===== config.mk =====
export PLATFORM = sky130hd
export DESIGN_NAME = mpfr_top
export DESIGN_NICKNAME = d
export VERILOG_FILES = /design/src/rtl/mpfr_pkg.sv /design/src/rtl/mpfr_timer.sv /design/src/rtl/mpfr_regfile.sv /design/src/rtl/mpfr_top.sv
export VERILOG_INCLUDE_DIRS = /design/src /design/src/rtl
export SDC_FILE = /design/constraint.sdc
export NUM_CORES = 1
export LEC_CHECK = 0
export BUFFER_PORTS_ARGS = -buffer_cell sky130_fd_sc_hd__buf_2
export CAP_MARGIN = 20
export CELL_PAD_IN_SITES_DETAIL_PLACEMENT = 2
export CELL_PAD_IN_SITES_GLOBAL_PLACEMENT = 2
export CORE_MARGIN = 3
export CORE_UTILIZATION = 42
export CTS_CLUSTER_DIAMETER = 120
export DETAILED_ROUTE_END_ITERATION = 10
export HOLD_SLACK_MARGIN = 0.03
export PLACE_DENSITY_LB_ADDON = 0.2
export SYNTH_ARGS = -nofsm -noshare
export SYNTH_HDL_FRONTEND = slang
export SYNTH_SLANG_ARGS = --single-unit

===== constraint.sdc =====
create_clock -name clk -period 12.66 [get_ports clk]
set_input_delay 1.266 -clock clk [delete_from_list [all_inputs] [get_ports clk]]
set_output_delay 1.266 -clock clk [all_outputs]
set_load 0.02 [all_outputs]

===== src/rtl/mpfr_params.svh =====
`ifndef MPFR_PARAMS_SVH
`define MPFR_PARAMS_SVH
// ==========================================================
// clock and timing
`define MPFR_CLK_HZ          25000000
`define MPFR_RUN_WAIT_MS     2000
`define MPFR_DELAY_STEP_MS   100
`define MPFR_RUN_WAIT_CYC    (`MPFR_CLK_HZ / 1000 * `MPFR_RUN_WAIT_MS)
`define MPFR_DELAY_STEP_CYC  (`MPFR_CLK_HZ / 1000 * `MPFR_DELAY_STEP_MS)
// ==========================================================
// register indices
`define MPFR_NREG            14
`define MPFR_IDX_CAP         0
`define MPFR_IDX_CUR         1
`define MPFR_IDX_TUNE        2
`define MPFR_IDX_NOLOAD      3
`define MPFR_IDX_R1          4
`define MPFR_IDX_X           5
`define MPFR_IDX_GDRV        6
`define MPFR_IDX_RESP        7
`define MPFR_IDX_GBRK        8
`define MPFR_IDX_SLIP        9
`define MPFR_IDX_MODE        10
`define MPFR_IDX_START       11
`define MPFR_IDX_DELAY       12
`define MPFR_IDX_THRESH      13
// ==========================================================
// offsets
`define MPFR_OFFSETS '{16'h0201, 16'h0202, 16'h0203, 16'h0204, \
   16'h0205, 16'h0206, 16'h0207, 16'h0208, 16'h0209, 16'h020A, \
   16'h000C, 16'h0012, 16'h0319, 16'h031B}
`define MPFR_OFF_STATUS      16'h0340
// ==========================================================
// reset values, legal minimum and maximum
`define MPFR_RESETS  '{16'd40, 16'd210, 16'd0, 16'd152, 16'd847, \
   16'd1134, 16'd1000, 16'd100, 16'd1000, 16'd240, 16'd1, 16'd10, \
   16'd5, 16'd235}
`define MPFR_MINS    '{16'd1, 16'd0, 16'd0, 16'd0, 16'd0, 16'd0, \
   16'd0, 16'd1, 16'd0, 16'd0, 16'd0, 16'd1, 16'd1, 16'd200}
`define MPFR_MAXS    '{16'd3000, 16'd10000, 16'd1, 16'd5000, \
   16'd5000, 16'd5000, 16'd2000, 16'd1000, 16'd2000, 16'd1500, \
   16'd5, 16'd600, 16'd100, 16'd300}
`endif


===== src/rtl/mpfr_pkg.sv =====
`default_nettype none
package mpfr_pkg;
   // ==========================================================
   // restart modes
   typedef enum logic [15:0] {
      MODE_TRIP_NOW   = 16'h0000,
      MODE_TRIP_AFTER = 16'h0001,
      MODE_DECEL_STOP = 16'h0002,
      MODE_RESERVED   = 16'h0003,
      MODE_RESUME     = 16'h0004,
      MODE_FROM_START = 16'h0005
   } mpfr_mode_t;
   // ==========================================================
   // sequencer states
   typedef enum logic [4:0] {
      ST_IDLE     = 5'b0_0001,
      ST_DECEL    = 5'b0_0010,
      ST_FAIL     = 5'b0_0100,
      ST_WAIT_RUN = 5'b0_1000,
      ST_TRIP     = 5'b1_0000
   } mpfr_state_t;
endpackage
`default_nettype wire


===== src/rtl/mpfr_timer.sv =====
`default_nettype none
module mpfr_timer
(
   // clock and reset
   input  wire logic        clk,
   input  wire logic        nrst,
   // control
   input  wire logic        start,
   input  wire logic [31:0] load,
   // status
   output logic             expired
);
   logic [31:0] count;
   logic        active;

   // ==========================================================
   // down counter, expiry held until next start
   always_ff @(posedge clk or negedge nrst) begin
      if (!nrst) begin
         count   <= 32'h0000_0000;
         active  <= 1'b0;
         expired <= 1'b0;
      end else if (start) begin
         count   <= load;
         active  <= 1'b1;
         expired <= 1'b0;
      end else if (active) begin
         if (count <= 32'h0000_0001) begin
            active  <= 1'b0;
            expired <= 1'b1;
         end else begin
            count <= count - 32'h0000_0001;
         end
      end
   end
endmodule // mpfr_timer
`default_nettype wire


===== src/rtl/mpfr_regfile.sv =====
`include "mpfr_params.svh"
`default_nettype none
module mpfr_regfile
   import mpfr_pkg::*;
(
   // clock and reset
   input  wire logic        clk,
   input  wire logic        nrst,
   // register port
   input  wire logic [15:0] regAddr,
   input  wire logic [15:0] regWrData,
   input  wire logic        regWrEn,
   input  wire logic        regRdEn,
   output logic      [15:0] regRdData,
   output logic             regAck,
   output logic             regErr,
   // block state and tuning results
   input  wire logic [15:0] statusWord,
   input  wire logic        tuneDone,
   input  wire logic [15:0] tuneNoLoad,
   input  wire logic [15:0] tuneR1,
   input  wire logic [15:0] tuneX,
   input  wire logic [15:0] tuneSlip,
   // stored values
   output logic      [15:0] regVal [`MPFR_NREG],
   output logic             tuneReq
);
   localparam int NREG = `MPFR_NREG;
   localparam logic [15:0] OFFS [NREG] = `MPFR_OFFSETS;
   localparam logic [15:0] RSTV [NREG] = `MPFR_RESETS;
   localparam logic [15:0] MINV [NREG] = `MPFR_MINS;
   localparam logic [15:0] MAXV [NREG] = `MPFR_MAXS;

   logic [NREG-1:0] hit;
   logic [NREG-1:0] legal;
   logic [NREG-1:0] tuned;
   logic [15:0]     tunedWord [NREG];
   logic [15:0]     next_rdData;
   wire             anyHit     = |hit;
   wire             legalHit   = |(hit & legal);
   wire             statusHit  = (regAddr == `MPFR_OFF_STATUS);
   wire             tuneWrite  = regWrEn && hit[`MPFR_IDX_TUNE] &&
                                 legal[`MPFR_IDX_TUNE];

   // ==========================================================
   // per register decode, range check and storage
   genvar i;
   generate
      for (i = 0; i < NREG; i++) begin : g_reg
         assign hit[i]   = (regAddr == OFFS[i]);
         assign legal[i] = (regWrData >= MINV[i]) &&
                           (regWrData <= MAXV[i]) &&
                           !(i == `MPFR_IDX_MODE &&
                             regWrData == MODE_RESERVED);
         assign tuned[i] = (i == `MPFR_IDX_NOLOAD) ||
                           (i == `MPFR_IDX_R1) || (i == `MPFR_IDX_X) ||
                           (i == `MPFR_IDX_SLIP) ||
                           (i == `MPFR_IDX_TUNE);
         assign tunedWord[i] =
            (i == `MPFR_IDX_NOLOAD) ? tuneNoLoad :
            (i == `MPFR_IDX_R1)     ? tuneR1 :
            (i == `MPFR_IDX_X)      ? tuneX :
            (i == `MPFR_IDX_SLIP)   ? tuneSlip : 16'h0000;
         always_ff @(posedge clk or negedge nrst) begin
            if (!nrst) begin
               regVal[i] <= RSTV[i];
            end else if (regWrEn && hit[i] && legal[i]) begin
               regVal[i] <= regWrData;
            end else if (tuneDone && tuned[i]) begin
               regVal[i] <= tunedWord[i];
            end
         end
      end
   endgenerate

   // ==========================================================
   // read mux and answer
   always_comb begin
      next_rdData = 16'h0000;
      for (int k = 0; k < NREG; k++) begin
         if (hit[k]) begin
            next_rdData = regVal[k];
         end
      end
      if (statusHit) begin
         next_rdData = statusWord;
      end
   end

   always_ff @(posedge clk or negedge nrst) begin
      if (!nrst) begin
         regRdData <= 16'h0000;
         regAck    <= 1'b0;
         regErr    <= 1'b0;
         tuneReq   <= 1'b0;
      end else begin
         regRdData <= regRdEn ? next_rdData : 16'h0000;
         regAck    <= regWrEn || regRdEn;
         regErr    <= ((regWrEn || regRdEn) && !anyHit && !statusHit) ||
                      (regWrEn && (statusHit || (anyHit && !legalHit)));
         tuneReq   <= tuneWrite && regWrData[0];
      end
   end

   // ==========================================================
   // checks
   a_range_reject: assert property (
      @(posedge clk) disable iff (!nrst)
      (regWrEn && hit[`MPFR_IDX_CAP] && !legal[`MPFR_IDX_CAP] &&
       !tuneDone)
      |=> ($stable(regVal[`MPFR_IDX_CAP]) && regErr))
      else $error("out of range write changed capacity");
   a_mode_three: assert property (
      @(posedge clk) disable iff (!nrst)
      (regWrEn && hit[`MPFR_IDX_MODE] && regWrData == MODE_RESERVED)
      |=> (regVal[`MPFR_IDX_MODE] != MODE_RESERVED))
      else $error("reserved restart mode stored");
   a_tune_results: assert property (
      @(posedge clk) disable iff (!nrst)
      (tuneDone && !regWrEn)
      |=> (regVal[`MPFR_IDX_R1] == $past(tuneR1) &&
           regVal[`MPFR_IDX_SLIP] == $past(tuneSlip)))
      else $error("tuning results not stored");
endmodule // mpfr_regfile
`default_nettype wire


===== src/rtl/mpfr_top.sv =====
// Summary of operation
// mode 0: under-voltage raises alarm at once and cuts output.
// mode 1: under-voltage cuts output, no alarm, no under-voltage state.
// mode 1: alarm raised when power returns, output stays off.
// mode 2: bus below running level starts decelerate-to-stop.
// mode 2: alarm raised only after decelerate-to-stop has finished.
// mode 4: under-voltage latches output frequency, then cuts output.
// mode 4: run command at restore resumes at latched frequency.
// mode 5: restore then run command restarts at starting frequency.
// writing auto-tuning register starts parameter detection.
// tuning end overwrites no-load, resistance, reactance, slip registers.
// drive and brake slip gains kept apart, 0.1 % steps, 0 to 2000.
// slip response time in 0.01 s steps, 1 to 1000, default 100.
// rated capacity 0.01 kW steps, 1 to 3000, loaded by user.
// rated current 0.01 A steps, 0 to 10000, loaded by user.
// rated slip frequency 0.01 Hz steps, 0 to 1500.
// after restore wait 2 s for run command, else cancel restart.
// no restart before restart delay since the failure has elapsed.
// running level threshold 200 to 300 volts, default 235.
// out-of-range register writes are refused, value unchanged.
// restart mode 3 is illegal and refused.
`include "mpfr_params.svh"
`default_nettype none
module mpfr_top
   import mpfr_pkg::*;
#(
   parameter int RUN_WAIT_CYC   = `MPFR_RUN_WAIT_CYC,
   parameter int DELAY_STEP_CYC = `MPFR_DELAY_STEP_CYC
)
(
   // clock and reset
   input  wire logic        clk,
   input  wire logic        nrst,
   // register port
   input  wire logic [15:0] regAddr,
   input  wire logic [15:0] regWrData,
   input  wire logic        regWrEn,
   input  wire logic        regRdEn,
   output logic      [15:0] regRdData,
   output logic             regAck,
   output logic             regErr,
   // power stage pins
   input  wire logic        uvDetect,
   input  wire logic        readyToRun,
   input  wire logic        runCmd,
   input  wire logic        alarmClear,
   // drive logic, same clock
   input  wire logic [15:0] dcLinkVolts,
   input  wire logic [15:0] outFreq,
   // tuning engine
   input  wire logic        tuneDone,
   input  wire logic [15:0] tuneNoLoad,
   input  wire logic [15:0] tuneR1,
   input  wire logic [15:0] tuneX,
   input  wire logic [15:0] tuneSlip,
   output logic             tuneStart,
   // drive control
   output logic             driveOn,
   output logic             decelStop,
   output logic             undervoltageAlarm,
   output logic             restartStrobe,
   output logic      [15:0] restartFreq,
   output logic      [15:0] driveSlipGain,
   output logic      [15:0] brakeSlipGain
);
   // ==========================================================
   // pin synchronisers
   logic [3:0] pinMeta;
   logic [3:0] pinSync;
   always_ff @(posedge clk or negedge nrst) begin
      if (!nrst) begin
         pinMeta <= 4'h0;
         pinSync <= 4'h0;
      end else begin
         pinMeta <= {alarmClear, runCmd, readyToRun, uvDetect};
         pinSync <= pinMeta;
      end
   end
   wire uvS    = pinSync[0];
   wire readyS = pinSync[1];
   wire runS   = pinSync[2];
   wire clrS   = pinSync[3];

   // ==========================================================
   // register file
   logic [15:0] regVal [`MPFR_NREG];
   logic [15:0] statusWord;
   logic        tuneReq;
   mpfr_state_t state;
   mpfr_state_t next_state;
   logic [15:0] savedFreq;
   logic        runSeen;

   assign statusWord = {8'h00, runSeen, undervoltageAlarm, decelStop,
                        driveOn ? state : 5'b0_0000};

   mpfr_regfile u_regs (
      .clk        (clk),
      .nrst       (nrst),
      .regAddr    (regAddr),
      .regWrData  (regWrData),
      .regWrEn    (regWrEn),
      .regRdEn    (regRdEn),
      .regRdData  (regRdData),
      .regAck     (regAck),
      .regErr     (regErr),
      .statusWord (statusWord),
      .tuneDone   (tuneDone),
      .tuneNoLoad (tuneNoLoad),
      .tuneR1     (tuneR1),
      .tuneX      (tuneX),
      .tuneSlip   (tuneSlip),
      .regVal     (regVal),
      .tuneReq    (tuneReq)
   );

   wire [15:0] modeVal   = regVal[`MPFR_IDX_MODE];
   wire [15:0] startFreq = regVal[`MPFR_IDX_START];
   wire [15:0] threshold = regVal[`MPFR_IDX_THRESH];
   wire [15:0] delaySet  = regVal[`MPFR_IDX_DELAY];
   wire        mode0     = (modeVal == MODE_TRIP_NOW);
   wire        mode1     = (modeVal == MODE_TRIP_AFTER);
   wire        mode2     = (modeVal == MODE_DECEL_STOP);
   wire        mode4     = (modeVal == MODE_RESUME);

   // ==========================================================
   // event decode
   wire inIdle     = (state == ST_IDLE);
   wire lowBus     = inIdle && driveOn && mode2 &&
                     (dcLinkVolts < threshold);
   wire uvEvent    = inIdle && driveOn && uvS && !lowBus;
   wire tripNow    = uvEvent && (mode0 || mode2);
   wire failNow    = uvEvent && !(mode0 || mode2);
   wire decelDone  = (state == ST_DECEL) && (outFreq == 16'h0000);
   wire restoreNow = (state == ST_FAIL) && readyS;
   wire runAny     = runSeen || runS;
   logic delayExp;
   logic windowExp;
   wire restartNow = (state == ST_WAIT_RUN) && runS &&
                     delayExp;
   wire cancelNow  = (state == ST_WAIT_RUN) && windowExp &&
                     !runAny;
   wire normalRun  = inIdle && !driveOn && runS && !undervoltageAlarm;
   wire [31:0] delayLoad = 32'(delaySet) * 32'(DELAY_STEP_CYC);

   // ==========================================================
   // restart delay and run window timers
   mpfr_timer u_delay (
      .clk     (clk),
      .nrst    (nrst),
      .start   (failNow),
      .load    (delayLoad),
      .expired (delayExp)
   );

   mpfr_timer u_window (
      .clk     (clk),
      .nrst    (nrst),
      .start   (restoreNow && !mode1),
      .load    (32'(RUN_WAIT_CYC)),
      .expired (windowExp)
   );

   // ==========================================================
   // sequencer
   always_comb begin
      next_state = state;
      case (state)
         ST_IDLE: begin
            if (lowBus) begin
               next_state = ST_DECEL;
            end else if (tripNow) begin
               next_state = ST_TRIP;
            end else if (failNow) begin
               next_state = ST_FAIL;
            end
         end
         ST_DECEL: begin
            if (decelDone) begin
               next_state = ST_TRIP;
            end
         end
         ST_FAIL: begin
            if (restoreNow) begin
               next_state = mode1 ? ST_TRIP : ST_WAIT_RUN;
            end
         end
         ST_WAIT_RUN: begin
            if (restartNow || cancelNow) begin
               next_state = ST_IDLE;
            end
         end
         ST_TRIP: begin
            if (clrS) begin
               next_state = ST_IDLE;
            end
         end
         default: begin
            next_state = ST_IDLE;
         end
      endcase
   end

   wire next_driveOn = restartNow || normalRun ||
                       (driveOn && inIdle && runS &&
                        !uvEvent) ||
                       (driveOn && (lowBus ||
                        (state == ST_DECEL && !decelDone)));
   wire next_alarm   = (tripNow && mode0) || decelDone ||
                       (restoreNow && mode1) ||
                       (undervoltageAlarm && !clrS);
   wire [15:0] next_restartFreq =
      (restartNow && mode4) ? savedFreq : startFreq;

   always_ff @(posedge clk or negedge nrst) begin
      if (!nrst) begin
         state <= ST_IDLE;
      end else begin
         state <= next_state;
      end
   end

   always_ff @(posedge clk or negedge nrst) begin
      if (!nrst) begin
         driveOn           <= 1'b0;
         decelStop         <= 1'b0;
         undervoltageAlarm <= 1'b0;
      end else begin
         driveOn           <= next_driveOn;
         decelStop         <= lowBus ||
                              (decelStop && !decelDone);
         undervoltageAlarm <= next_alarm;
      end
   end

   always_ff @(posedge clk or negedge nrst) begin
      if (!nrst) begin
         savedFreq     <= 16'h0000;
         runSeen       <= 1'b0;
         restartStrobe <= 1'b0;
         restartFreq   <= 16'h0000;
      end else begin
         if (failNow && mode4) begin
            savedFreq <= outFreq;
         end
         runSeen       <= (state == ST_WAIT_RUN) && runAny &&
                          !restartNow;
         restartStrobe <= restartNow || normalRun;
         if (restartNow || normalRun) begin
            restartFreq <= next_restartFreq;
         end
      end
   end

   // ==========================================================
   // tuning and slip gains
   always_ff @(posedge clk or negedge nrst) begin
      if (!nrst) begin
         tuneStart     <= 1'b0;
         driveSlipGain <= 16'h0000;
         brakeSlipGain <= 16'h0000;
      end else begin
         tuneStart     <= tuneReq || (tuneStart && !tuneDone);
         driveSlipGain <= regVal[`MPFR_IDX_GDRV];
         brakeSlipGain <= regVal[`MPFR_IDX_GBRK];
      end
   end

   // ==========================================================
   // checks
   a_mode0_trip: assert property (
      @(posedge clk) disable iff (!nrst)
      (tripNow && mode0)
      |=> (undervoltageAlarm && !driveOn && state == ST_TRIP))
      else $error("mode 0 did not trip at once");
   a_mode1_silent: assert property (
      @(posedge clk) disable iff (!nrst)
      (failNow && mode1 && !undervoltageAlarm)
      |=> (!driveOn && !undervoltageAlarm && state == ST_FAIL))
      else $error("mode 1 raised alarm on failure");
   a_mode1_restore: assert property (
      @(posedge clk) disable iff (!nrst)
      (restoreNow && mode1) |=> (undervoltageAlarm && !driveOn))
      else $error("mode 1 restore without alarm");
   a_mode2_decel: assert property (
      @(posedge clk) disable iff (!nrst)
      lowBus |=> (decelStop && driveOn && state == ST_DECEL))
      else $error("decelerate-to-stop not started");
   a_mode2_alarm: assert property (
      @(posedge clk) disable iff (!nrst)
      (state == ST_DECEL)
      |=> (undervoltageAlarm == $past(decelDone)))
      else $error("alarm raised before deceleration ended");
   a_mode4_latch: assert property (
      @(posedge clk) disable iff (!nrst)
      (failNow && mode4) |=> (savedFreq == $past(outFreq) && !driveOn))
      else $error("mode 4 frequency not latched");
   a_mode4_resume: assert property (
      @(posedge clk) disable iff (!nrst)
      (restartNow && mode4)
      |=> (restartStrobe && driveOn && restartFreq == savedFreq))
      else $error("mode 4 resumed at wrong frequency");
   a_mode5_start: assert property (
      @(posedge clk) disable iff (!nrst)
      (restartNow && !mode4)
      |=> (restartStrobe && restartFreq == $past(startFreq)))
      else $error("restart not at starting frequency");
   a_run_window: assert property (
      @(posedge clk) disable iff (!nrst)
      cancelNow |=> (state == ST_IDLE && !driveOn && !restartStrobe))
      else $error("restart not cancelled after wait");
   a_restart_delay: assert property (
      @(posedge clk) disable iff (!nrst)
      (state == ST_WAIT_RUN && !delayExp) |=> !driveOn)
      else $error("restart before delay elapsed");
endmodule // mpfr_top
`default_nettype wire


==> results.yml, run 1 <==
drt:
  vias_per_cell: 5.94
  via_count: 18200
  drt_pass1_iterations: 6
  totalWireLength_mm: 83.6
  drtIter0Drc: 1262
  drc: 0
  drtAntennaViolNets: 0
  routedWlPerCell_microns: 27.3
power_and_ir_drop:
  ir_drop_v: 0.0000959
  p_leak_nw: 12.6
  power_density_mw_per_mm2: 133
die:
  coreArea_sq_mm: 0.0517
  die_area_sq_mm: 0.0555
  initial_core_util_pct: 42.8
  die_h_microns: 236
  ioPinCount: 208
  die-width_microns: 236
  num_rows: 83
worst_setup_path:
  worstReg2RegEnd: "u_delay.count[30]$_DFFE_PN0P_"
  startpoint: "u_regs.regVal[28]$_DFFE_PN0P_"
  rr_worst_depth: 20
  cp_common_cell: "fa_1"
  critPathSlowestCell: "fa_1"
  critical-path-max-stage-delay_ns: 0.58
  end_kind: "flip-flop"
  setup.worst_path.end: "u_delay.count[30]$_DFFE_PN0P_"
  worst-endpoint-arrival_ns: 7.12
  required_ns: 13.16
  reg2reg_from: "u_regs.regVal[28]$_DFFE_PN0P_"
  critPathKind: "reg -> reg"
  path_max_fanout: 9
  crit_chain: "ha_1, xor2_1, ha_1, or2_2, fa_1, fa_1, fa_1, inv_1, fa_1, inv_1, ha_1, a21oi_1, nor2_1, a211o_1, a311oi_1, nor3_1, a2111oi_0, o21ai_0, a221o_1, a21oi_1"
  r2r_slack_ns: 6.04
  worstSetupStartpointType: "flip-flop"
place:
  globalplace.congestion: 0.870
  port_buffers: 207
  dpl.hpwl_mm: 60.0
synthesis:
  synth-main-ff-cell: "dfrtp_1"
  async_flop_share_pct: 100
  synth.net_count: 2481
  ys_warn_count: 0
  ys_seq_area_share_pct: 44.8
  synth_area_sq_mm: 0.0221
  syn_avg_cell_area_sq_um: 10.3
  ys_types: 73
  synth_edf_count: 0
  synth_cells: 2143
  synth_seq_cells: 394
timing:
  clock.fmax_mhz: 151
  final.min_clock_period_ns: 6.62
  hold_viol: 0
  max-slew-margin-rel_pct: 30.2
  finalSetupViolations: 0
  finalMaxSlewViolations: 0
  grt_setup_unrepaired: "no"
  skew_ns: 0.0275
  setup_tns_ns: 0
  worst_slew_pin_slew_ns: 1.04
  period_share_pct: 52.3
global_routing:
  grt_max_degree: 112
  grt_pass1_wl_mm: 127
  grt_pass1_vias: 20300
  grt_use_total_pct: 29.7
  antenna_found_initial: 3
  grt-ovfl-total: 0
run:
  maxCapViolations: 0
finish:
  fill_cells: 5391
  utilization_pct: 49.5
  nets: 2678
  seq_area_sq_mm: 0.00993
  drive_above_1_share_pct: 20.8
  multi_input_area_sq_mm: 0.0114
  areaGrowthSynthToFinish_pct: 15.5
status:
  status: "completed"
clocking:
  cts_root_buf: "clkbuf_16"
  clkTransAtPathRegs_ns: 0.06
  cts_hold_buf: 0
  clkSinkCount: 394
  numCtsBuffers: 46
  clk_latency_ns: 0.60
  cts_buffer_depth: 3
  cts-htree-levels: 2
  post_cts_buffers: 0
  tritoncts: "yes"
  ctsResizeCount: 0
min_path:
  hold_class: "reg -> reg"
  min_path_cells: 0
## cells in the final DEF (no fill, tap or decap), types with 25 or more instances in the layout
cell type  Yosys  final
a21oi_1      135    135
and2_1        53     53
buf_2          3    206
buf_4          1     30
clkbuf_16      0     47
dfrtp_1      341    341
dfstp_2       53     53
fa_1          62     62
ha_1         139    139
inv_1        142    142
mux2_2        90     90
mux2i_1       79     79
nand2_1      173    173
nand3_1       27     27
nor2_1       182    182
nor2b_1       26     25
nor3_1        49     46
nor4_1        33     31
o21ai_0       91     91
xnor2_1       42     42
xor2_1        29     29
## through the flow
step / setup WS [ns] / hold WS, ns / cells / instance area [sq um] / power, mW
finish: 6.04 / 0.363 / 3059 / 25600 / 3.40
global route: 5.73 / 0.376 / 3059 / 25600 / 3.55
CTS: 6.04 / 0.364 / 3051 / 25500 / 3.43
detailed placement: 6.11 / 0.338 / 2965 / 23900 / 2.01
global placement: 6.41 / 0.335 / 2965 / 23900 / 1.96
floorplan: 6.86 / 0.331 / 2143 / 22100 / 1.80
## cells in the mapped netlist, types with 4 or more instances
library cell	count	share of area (%)
a2111oi_0	15	0.59
a211o_1	4	0.16
a211oi_1	7	0.24
a21o_1	17	0.58
a21oi_1	135	3.1
a221o_1	12	0.54
a221oi_1	8	0.32
a222oi_1	16	0.72
a22oi_1	21	0.71
a31oi_1	12	0.34
and2_1	53	1.5
and3_1	11	0.31
buf_1	4	0.068
clkbuf_1	84	1.4
dfrtp_1	341	39
dfstp_2	53	6.3
fa_1	62	5.6
ha_1	139	7.9
inv_1	142	2.4
mux2_2	90	4.6
mux2i_1	79	3.6
nand2_1	173	2.9
nand2b_1	12	0.34
nand3_1	27	0.61
nand3b_1	11	0.37
nand4_1	11	0.31
nor2_1	182	3.1
nor2b_1	26	0.73
nor3_1	49	1.1
nor3b_1	5	0.17
nor4_1	33	0.93
nor4_2	5	0.28
o21a_1	7	0.24
o21ai_0	91	2.1
o21ai_1	5	0.11
o221ai_1	9	0.36
o22ai_1	20	0.56
o31ai_1	8	0.27
or2_2	10	0.28
or3_1	19	0.54
or4_1	13	0.44
xnor2_1	42	1.7
xor2_1	29	1.1
## worst min-delay path by stage
stage | end | slack [ns] | start
finish | pinSync[1]$_DFF_PN0_ | 0.36 | pinMeta[1]$_DFF_PN0_
global route | pinSync[1]$_DFF_PN0_ | 0.38 | pinMeta[1]$_DFF_PN0_
CTS | pinSync[1]$_DFF_PN0_ | 0.36 | pinMeta[1]$_DFF_PN0_
detailed placement | pinSync[1]$_DFF_PN0_ | 0.34 | pinMeta[1]$_DFF_PN0_
global placement | pinSync[1]$_DFF_PN0_ | 0.33 | pinMeta[1]$_DFF_PN0_
floorplan | pinSync[0]$_DFF_PN0_ | 0.33 | pinMeta[0]$_DFF_PN0_
## sequential cells by signal, indices dropped and copies added, names as in the netlist, 4 cells and up
| signal | flops |
|---|---|
| brakeSlipGain | 16 |
| driveSlipGain | 16 |
| pinMeta | 4 |
| pinSync | 4 |
| restartFreq | 16 |
| savedFreq | 16 |
| state | 5 |
| u_delay.count | 32 |
| u_regs.regRdData | 16 |
| u_regs.regVal | 224 |
| u_window.count | 32 |
## critical path: cells and delay by family, from the launching register on
kind | cells | cell delay (ns)
adder cells (fa/ha/maj) | 7 | 2.99
flip-flops | 1 | 0.54
AND/OR/NAND/NOR | 3 | 0.49
buffers and inverters | 2 | 0.11
AO/OA/AOI/OAI | 7 | 2.21
XOR/XNOR | 1 | 0.20
## logic make-up (layout without fill, tap and decap cells)
kind of cell / after synthesis / in the layout / synth area share (%)
buf+inv: 235 / 470 / 4.05
simple gates: 659 / 659 / 14.7
xor+xnor: 71 / 71 / 2.81
flops: 394 / 394 / 44.8
fa+ha+maj: 201 / 201 / 13.5
other cells: 0 / 1 / 0
compound gates: 414 / 414 / 12.0
mux: 169 / 169 / 8.15
## layout make-up
type,instances,area share (%)
flip-flops and latches,394,38.8
inverters,142,2.08
well taps,680,3.32
repair buffers,242,5.28
clock inverters,23,0.958
diodes,1,0.00978
multi-input cells,1514,44.4
clock buffers,63,5.18
## power by group
group | switching [mW] | leakage (nW) | internal (mW)
Clock | 0.580 | 0.779 | 0.820
Sequential | 0.119 | 4.97 | 1.39
Combinational | 0.307 | 6.82 | 0.185
Total | 1.00 | 12.6 | 2.39
## metal layers
metal | vias to the layer above | routed length [microns] | track usage [%]
li1 | 7942 | - | -
met1 | 9491 | 34400 | 37.4
met2 | 557 | 41200 | 50.3
met3 | 174 | 4020 | 4.79
met4 | 2 | 4000 | 13.2
met5 | - | 11 | 0
Power figures use the tool's default switching activity.
==> inputs of run 2 (changes only) <==
--- a/config.mk
+++ b/config.mk
@@ -11,7 +11,7 @@
 export CELL_PAD_IN_SITES_DETAIL_PLACEMENT = 2
 export CELL_PAD_IN_SITES_GLOBAL_PLACEMENT = 2
 export CORE_MARGIN = 3
-export CORE_UTILIZATION = 42
+export CORE_UTILIZATION = 39
 export CTS_CLUSTER_DIAMETER = 120
 export DETAILED_ROUTE_END_ITERATION = 10
 export HOLD_SLACK_MARGIN = 0.03
==> constraint.sdc (replaced) <==
create_clock -name clk -period 6.9 [get_ports clk]
set_input_delay 0.69 -clock clk [delete_from_list [all_inputs] [get_ports clk]]
set_output_delay 0.69 -clock clk [all_outputs]
set_load 0.02 [all_outputs]
==> run 2 against run 1 <==
Against the previous run: utilization is 3.2 points lower; clock power is 92% higher; critical path depth stayed put; flip-flop and latch count stayed put; worst setup slack worse by 5.5 ns; combinational power is 80% higher; register-to-register slack worse by 5.5 ns; global-route usage is 1.9 points lower.
==> results.yml, run 2 (synthesis results as in run 1) <==
status:
  status: "completed"
finish:
  fill_cells: 5876
  nets: 2679
  utilization_pct: 46.3
  layout_commonest_cell: "dfrtp_1"
  drive_above_1_share_pct: 20.7
  top_register: "u_regs.regVal"
  final_cell_mix: "dfrtp_1, buf_2, nor2_1"
  areaGrowthSynthToFinish_pct: 16.3
  biggestRegsByFlops: "u_regs.regVal x224, u_delay.count x32, u_window.count x32"
  largest_register_ffs: 224
place:
  dpl.hpwl_mm: 60.4
  globalplace.congestion: 0.876
  dpl_worst_slack_ns: 0.494
  port_buffers: 207
timing:
  finalMaxSlewViolations: 0
  hold_viol: 0
  fin_ws_ns: 0.490
  setup_tns_ns: 0
  clock.fmax_mhz: 156
  period_share_pct: 92.9
  finalSetupViolations: 0
  holdWs_ns: 0.190
  worst_slew_pin_slew_ns: 1.16
  max-slew-margin-rel_pct: 20.4
  final.min_clock_period_ns: 6.41
  grt_setup_unrepaired: "no"
  skew_ns: 0.0227
global_routing:
  grt-ovfl-total: 0
  antenna_found_initial: 5
  grt_pass1_wl_mm: 127
  grt_use_total_pct: 27.8
  grt_busiest_layer: "met2"
  met2_usage_pct: 46.7
  grt_max_degree: 147
  grtUsageMet1_pct: 36.1
  grt_pass1_vias: 20100
  grt_use_met3_pct: 4.79
power_and_ir_drop:
  power_density_mw_per_mm2: 246
  p_leak_nw: 12.6
  switching_power_mw: 1.85
  swShare_pct: 29.1
  p_int_mw: 4.49
  seqPwrFrac_pct: 43.6
  pwr-share-comb_pct: 14.0
  ir_drop_v: 0.000193
  p_clk_share_pct: 42.5
drt:
  drtAntennaViolNets: 0
  drtIter0Drc: 1124
  via_count: 17900
  drt_pass1_iterations: 8
  vias_per_cell: 5.73
  totalWireLength_mm: 82.8
  drc: 0
  routedWlPerCell_microns: 26.4
die:
  ioPinCount: 208
  num_rows: 86
  die_h_microns: 244
  coreArea_sq_mm: 0.0556
  die_area_sq_mm: 0.0597
  initial_core_util_pct: 39.8
  die-width_microns: 244
min_path:
  hold_class: "in -> async"
clocking:
  cts_root_buf: "clkbuf_16"
  clk_latency_ns: 0.60
  cts_buffer_depth: 3
  tritoncts: "yes"
  cts-htree-levels: 2
  numCtsBuffers: 48
  clkTransAtPathRegs_ns: 0.06
  clkSinkCount: 394
  cts_hold_buf: 0
worst_setup_path:
  end_kind: "flip-flop"
  worstSetupStartpointType: "flip-flop"
  worst-endpoint-arrival_ns: 6.93
  critPathKind: "reg -> reg"
  path_max_fanout: 9
  required_ns: 7.42
run:
  maxCapViolations: 0
run 2: changes by cell type in the layout (fill, tap and decap cells not counted), sizes merged:
| cell | previous run | this run |
|---|---|---|
| bufinv | 4 | 5 |
| clkbuf | 64 | 73 |
| clkinv | 13 | 11 |
| clkinvlp | 3 | 0 |
| dlymetal6s2s | 1 | 0 |
| inv | 145 | 143 |
run 2: critical path, stage by stage (launching register included):
cell and delay, ns:
dfrtp_1 0.53, ha_1 0.28, xor2_1 0.20, ha_1 0.21
or2_2 0.31, fa_1 0.56, fa_1 0.45, fa_1 0.55
inv_1 0.05, fa_1 0.55, inv_1 0.05, ha_1 0.35
a21oi_1 0.16, nor2_1 0.06, a211o_1 0.31, a311oi_1 0.48
nor3_1 0.14, a2111oi_1 0.47, o21ai_0 0.17, a221o_1 0.32
a21oi_1 0.13
run 2: per-stage QoR:
stage / power [mW] / cells / area, sq um
6_report: 6.34 / 3129 / 25800
3_5_place_dp: 3.68 / 3034 / 24100
2_1_floorplan: 3.30 / 2143 / 22100
3_3_place_gp: 3.60 / 3033 / 24000
4_1_cts: 6.40 / 3123 / 25700
5_1_grt: 6.64 / 3128 / 25700
run 2: routing by layer:
layer,up-vias,routed length [microns]
met5,-,36
met4,6,3240
met3,155,4490
met1,9349,34900
met2,472,40100
li1,7949,-
run 2: area by class of cell:
cell class	count	area (sq um)	share of cell area (%)
Antenna cell	1	2.50	0.00972
Clock buffer	72	1420	5.52
Clock inverter	17	233	0.904
Inverter	142	533	2.07
Multi-Input combinational cell	1514	11400	44.1
Sequential cell	394	9930	38.5
Tap cell	748	936	3.63
Timing Repair Buffer	241	1340	5.20
run 2: worst paths after layout:
check / from / endpoint / slack (ns) / depth (start not counted)
worst max-delay path: u_regs.regVal[28]$_DFFE_PN0P_ / u_delay.count[30]$_DFFE_PN0P_ / 0.49 / 20
worst min-delay path: nrst / u_regs.regVal[141]$_DFFE_PN0P_ / 0.19 / 1
worst max register to register: u_regs.regVal[28]$_DFFE_PN0P_ / u_delay.count[30]$_DFFE_PN0P_ / 0.49 / 20
worst min register to register: pinMeta[0]$_DFF_PN0_ / pinSync[0]$_DFF_PN0_ / 0.35 / 0
max in group asynchronous: nrst / u_window.count[21]$_DFFE_PN0P_ / 5.22 / 2
min in group clk: uvDetect / pinMeta[0]$_DFF_PN0_ / 0.20 / 1
run 2: power groups by stage:
stage | logic, mW | clock network [mW] | registers [mW]
2_1_floorplan | 0.569 | 0 | 2.73
3_3_place_gp | 0.828 | 0 | 2.77
3_5_place_dp | 0.885 | 0 | 2.79
4_1_cts | 0.896 | 2.74 | 2.76
5_1_grt | 1.01 | 2.85 | 2.79
6_report | 0.885 | 2.69 | 2.76
run 2: timing repair:
| action | in CTS | in global routing |
|---|---|---|
| buffers inserted | 0 | 0 |
| endpoints found under the setup margin | 0 | 1 |
| resized for setup | 0 | 1 |
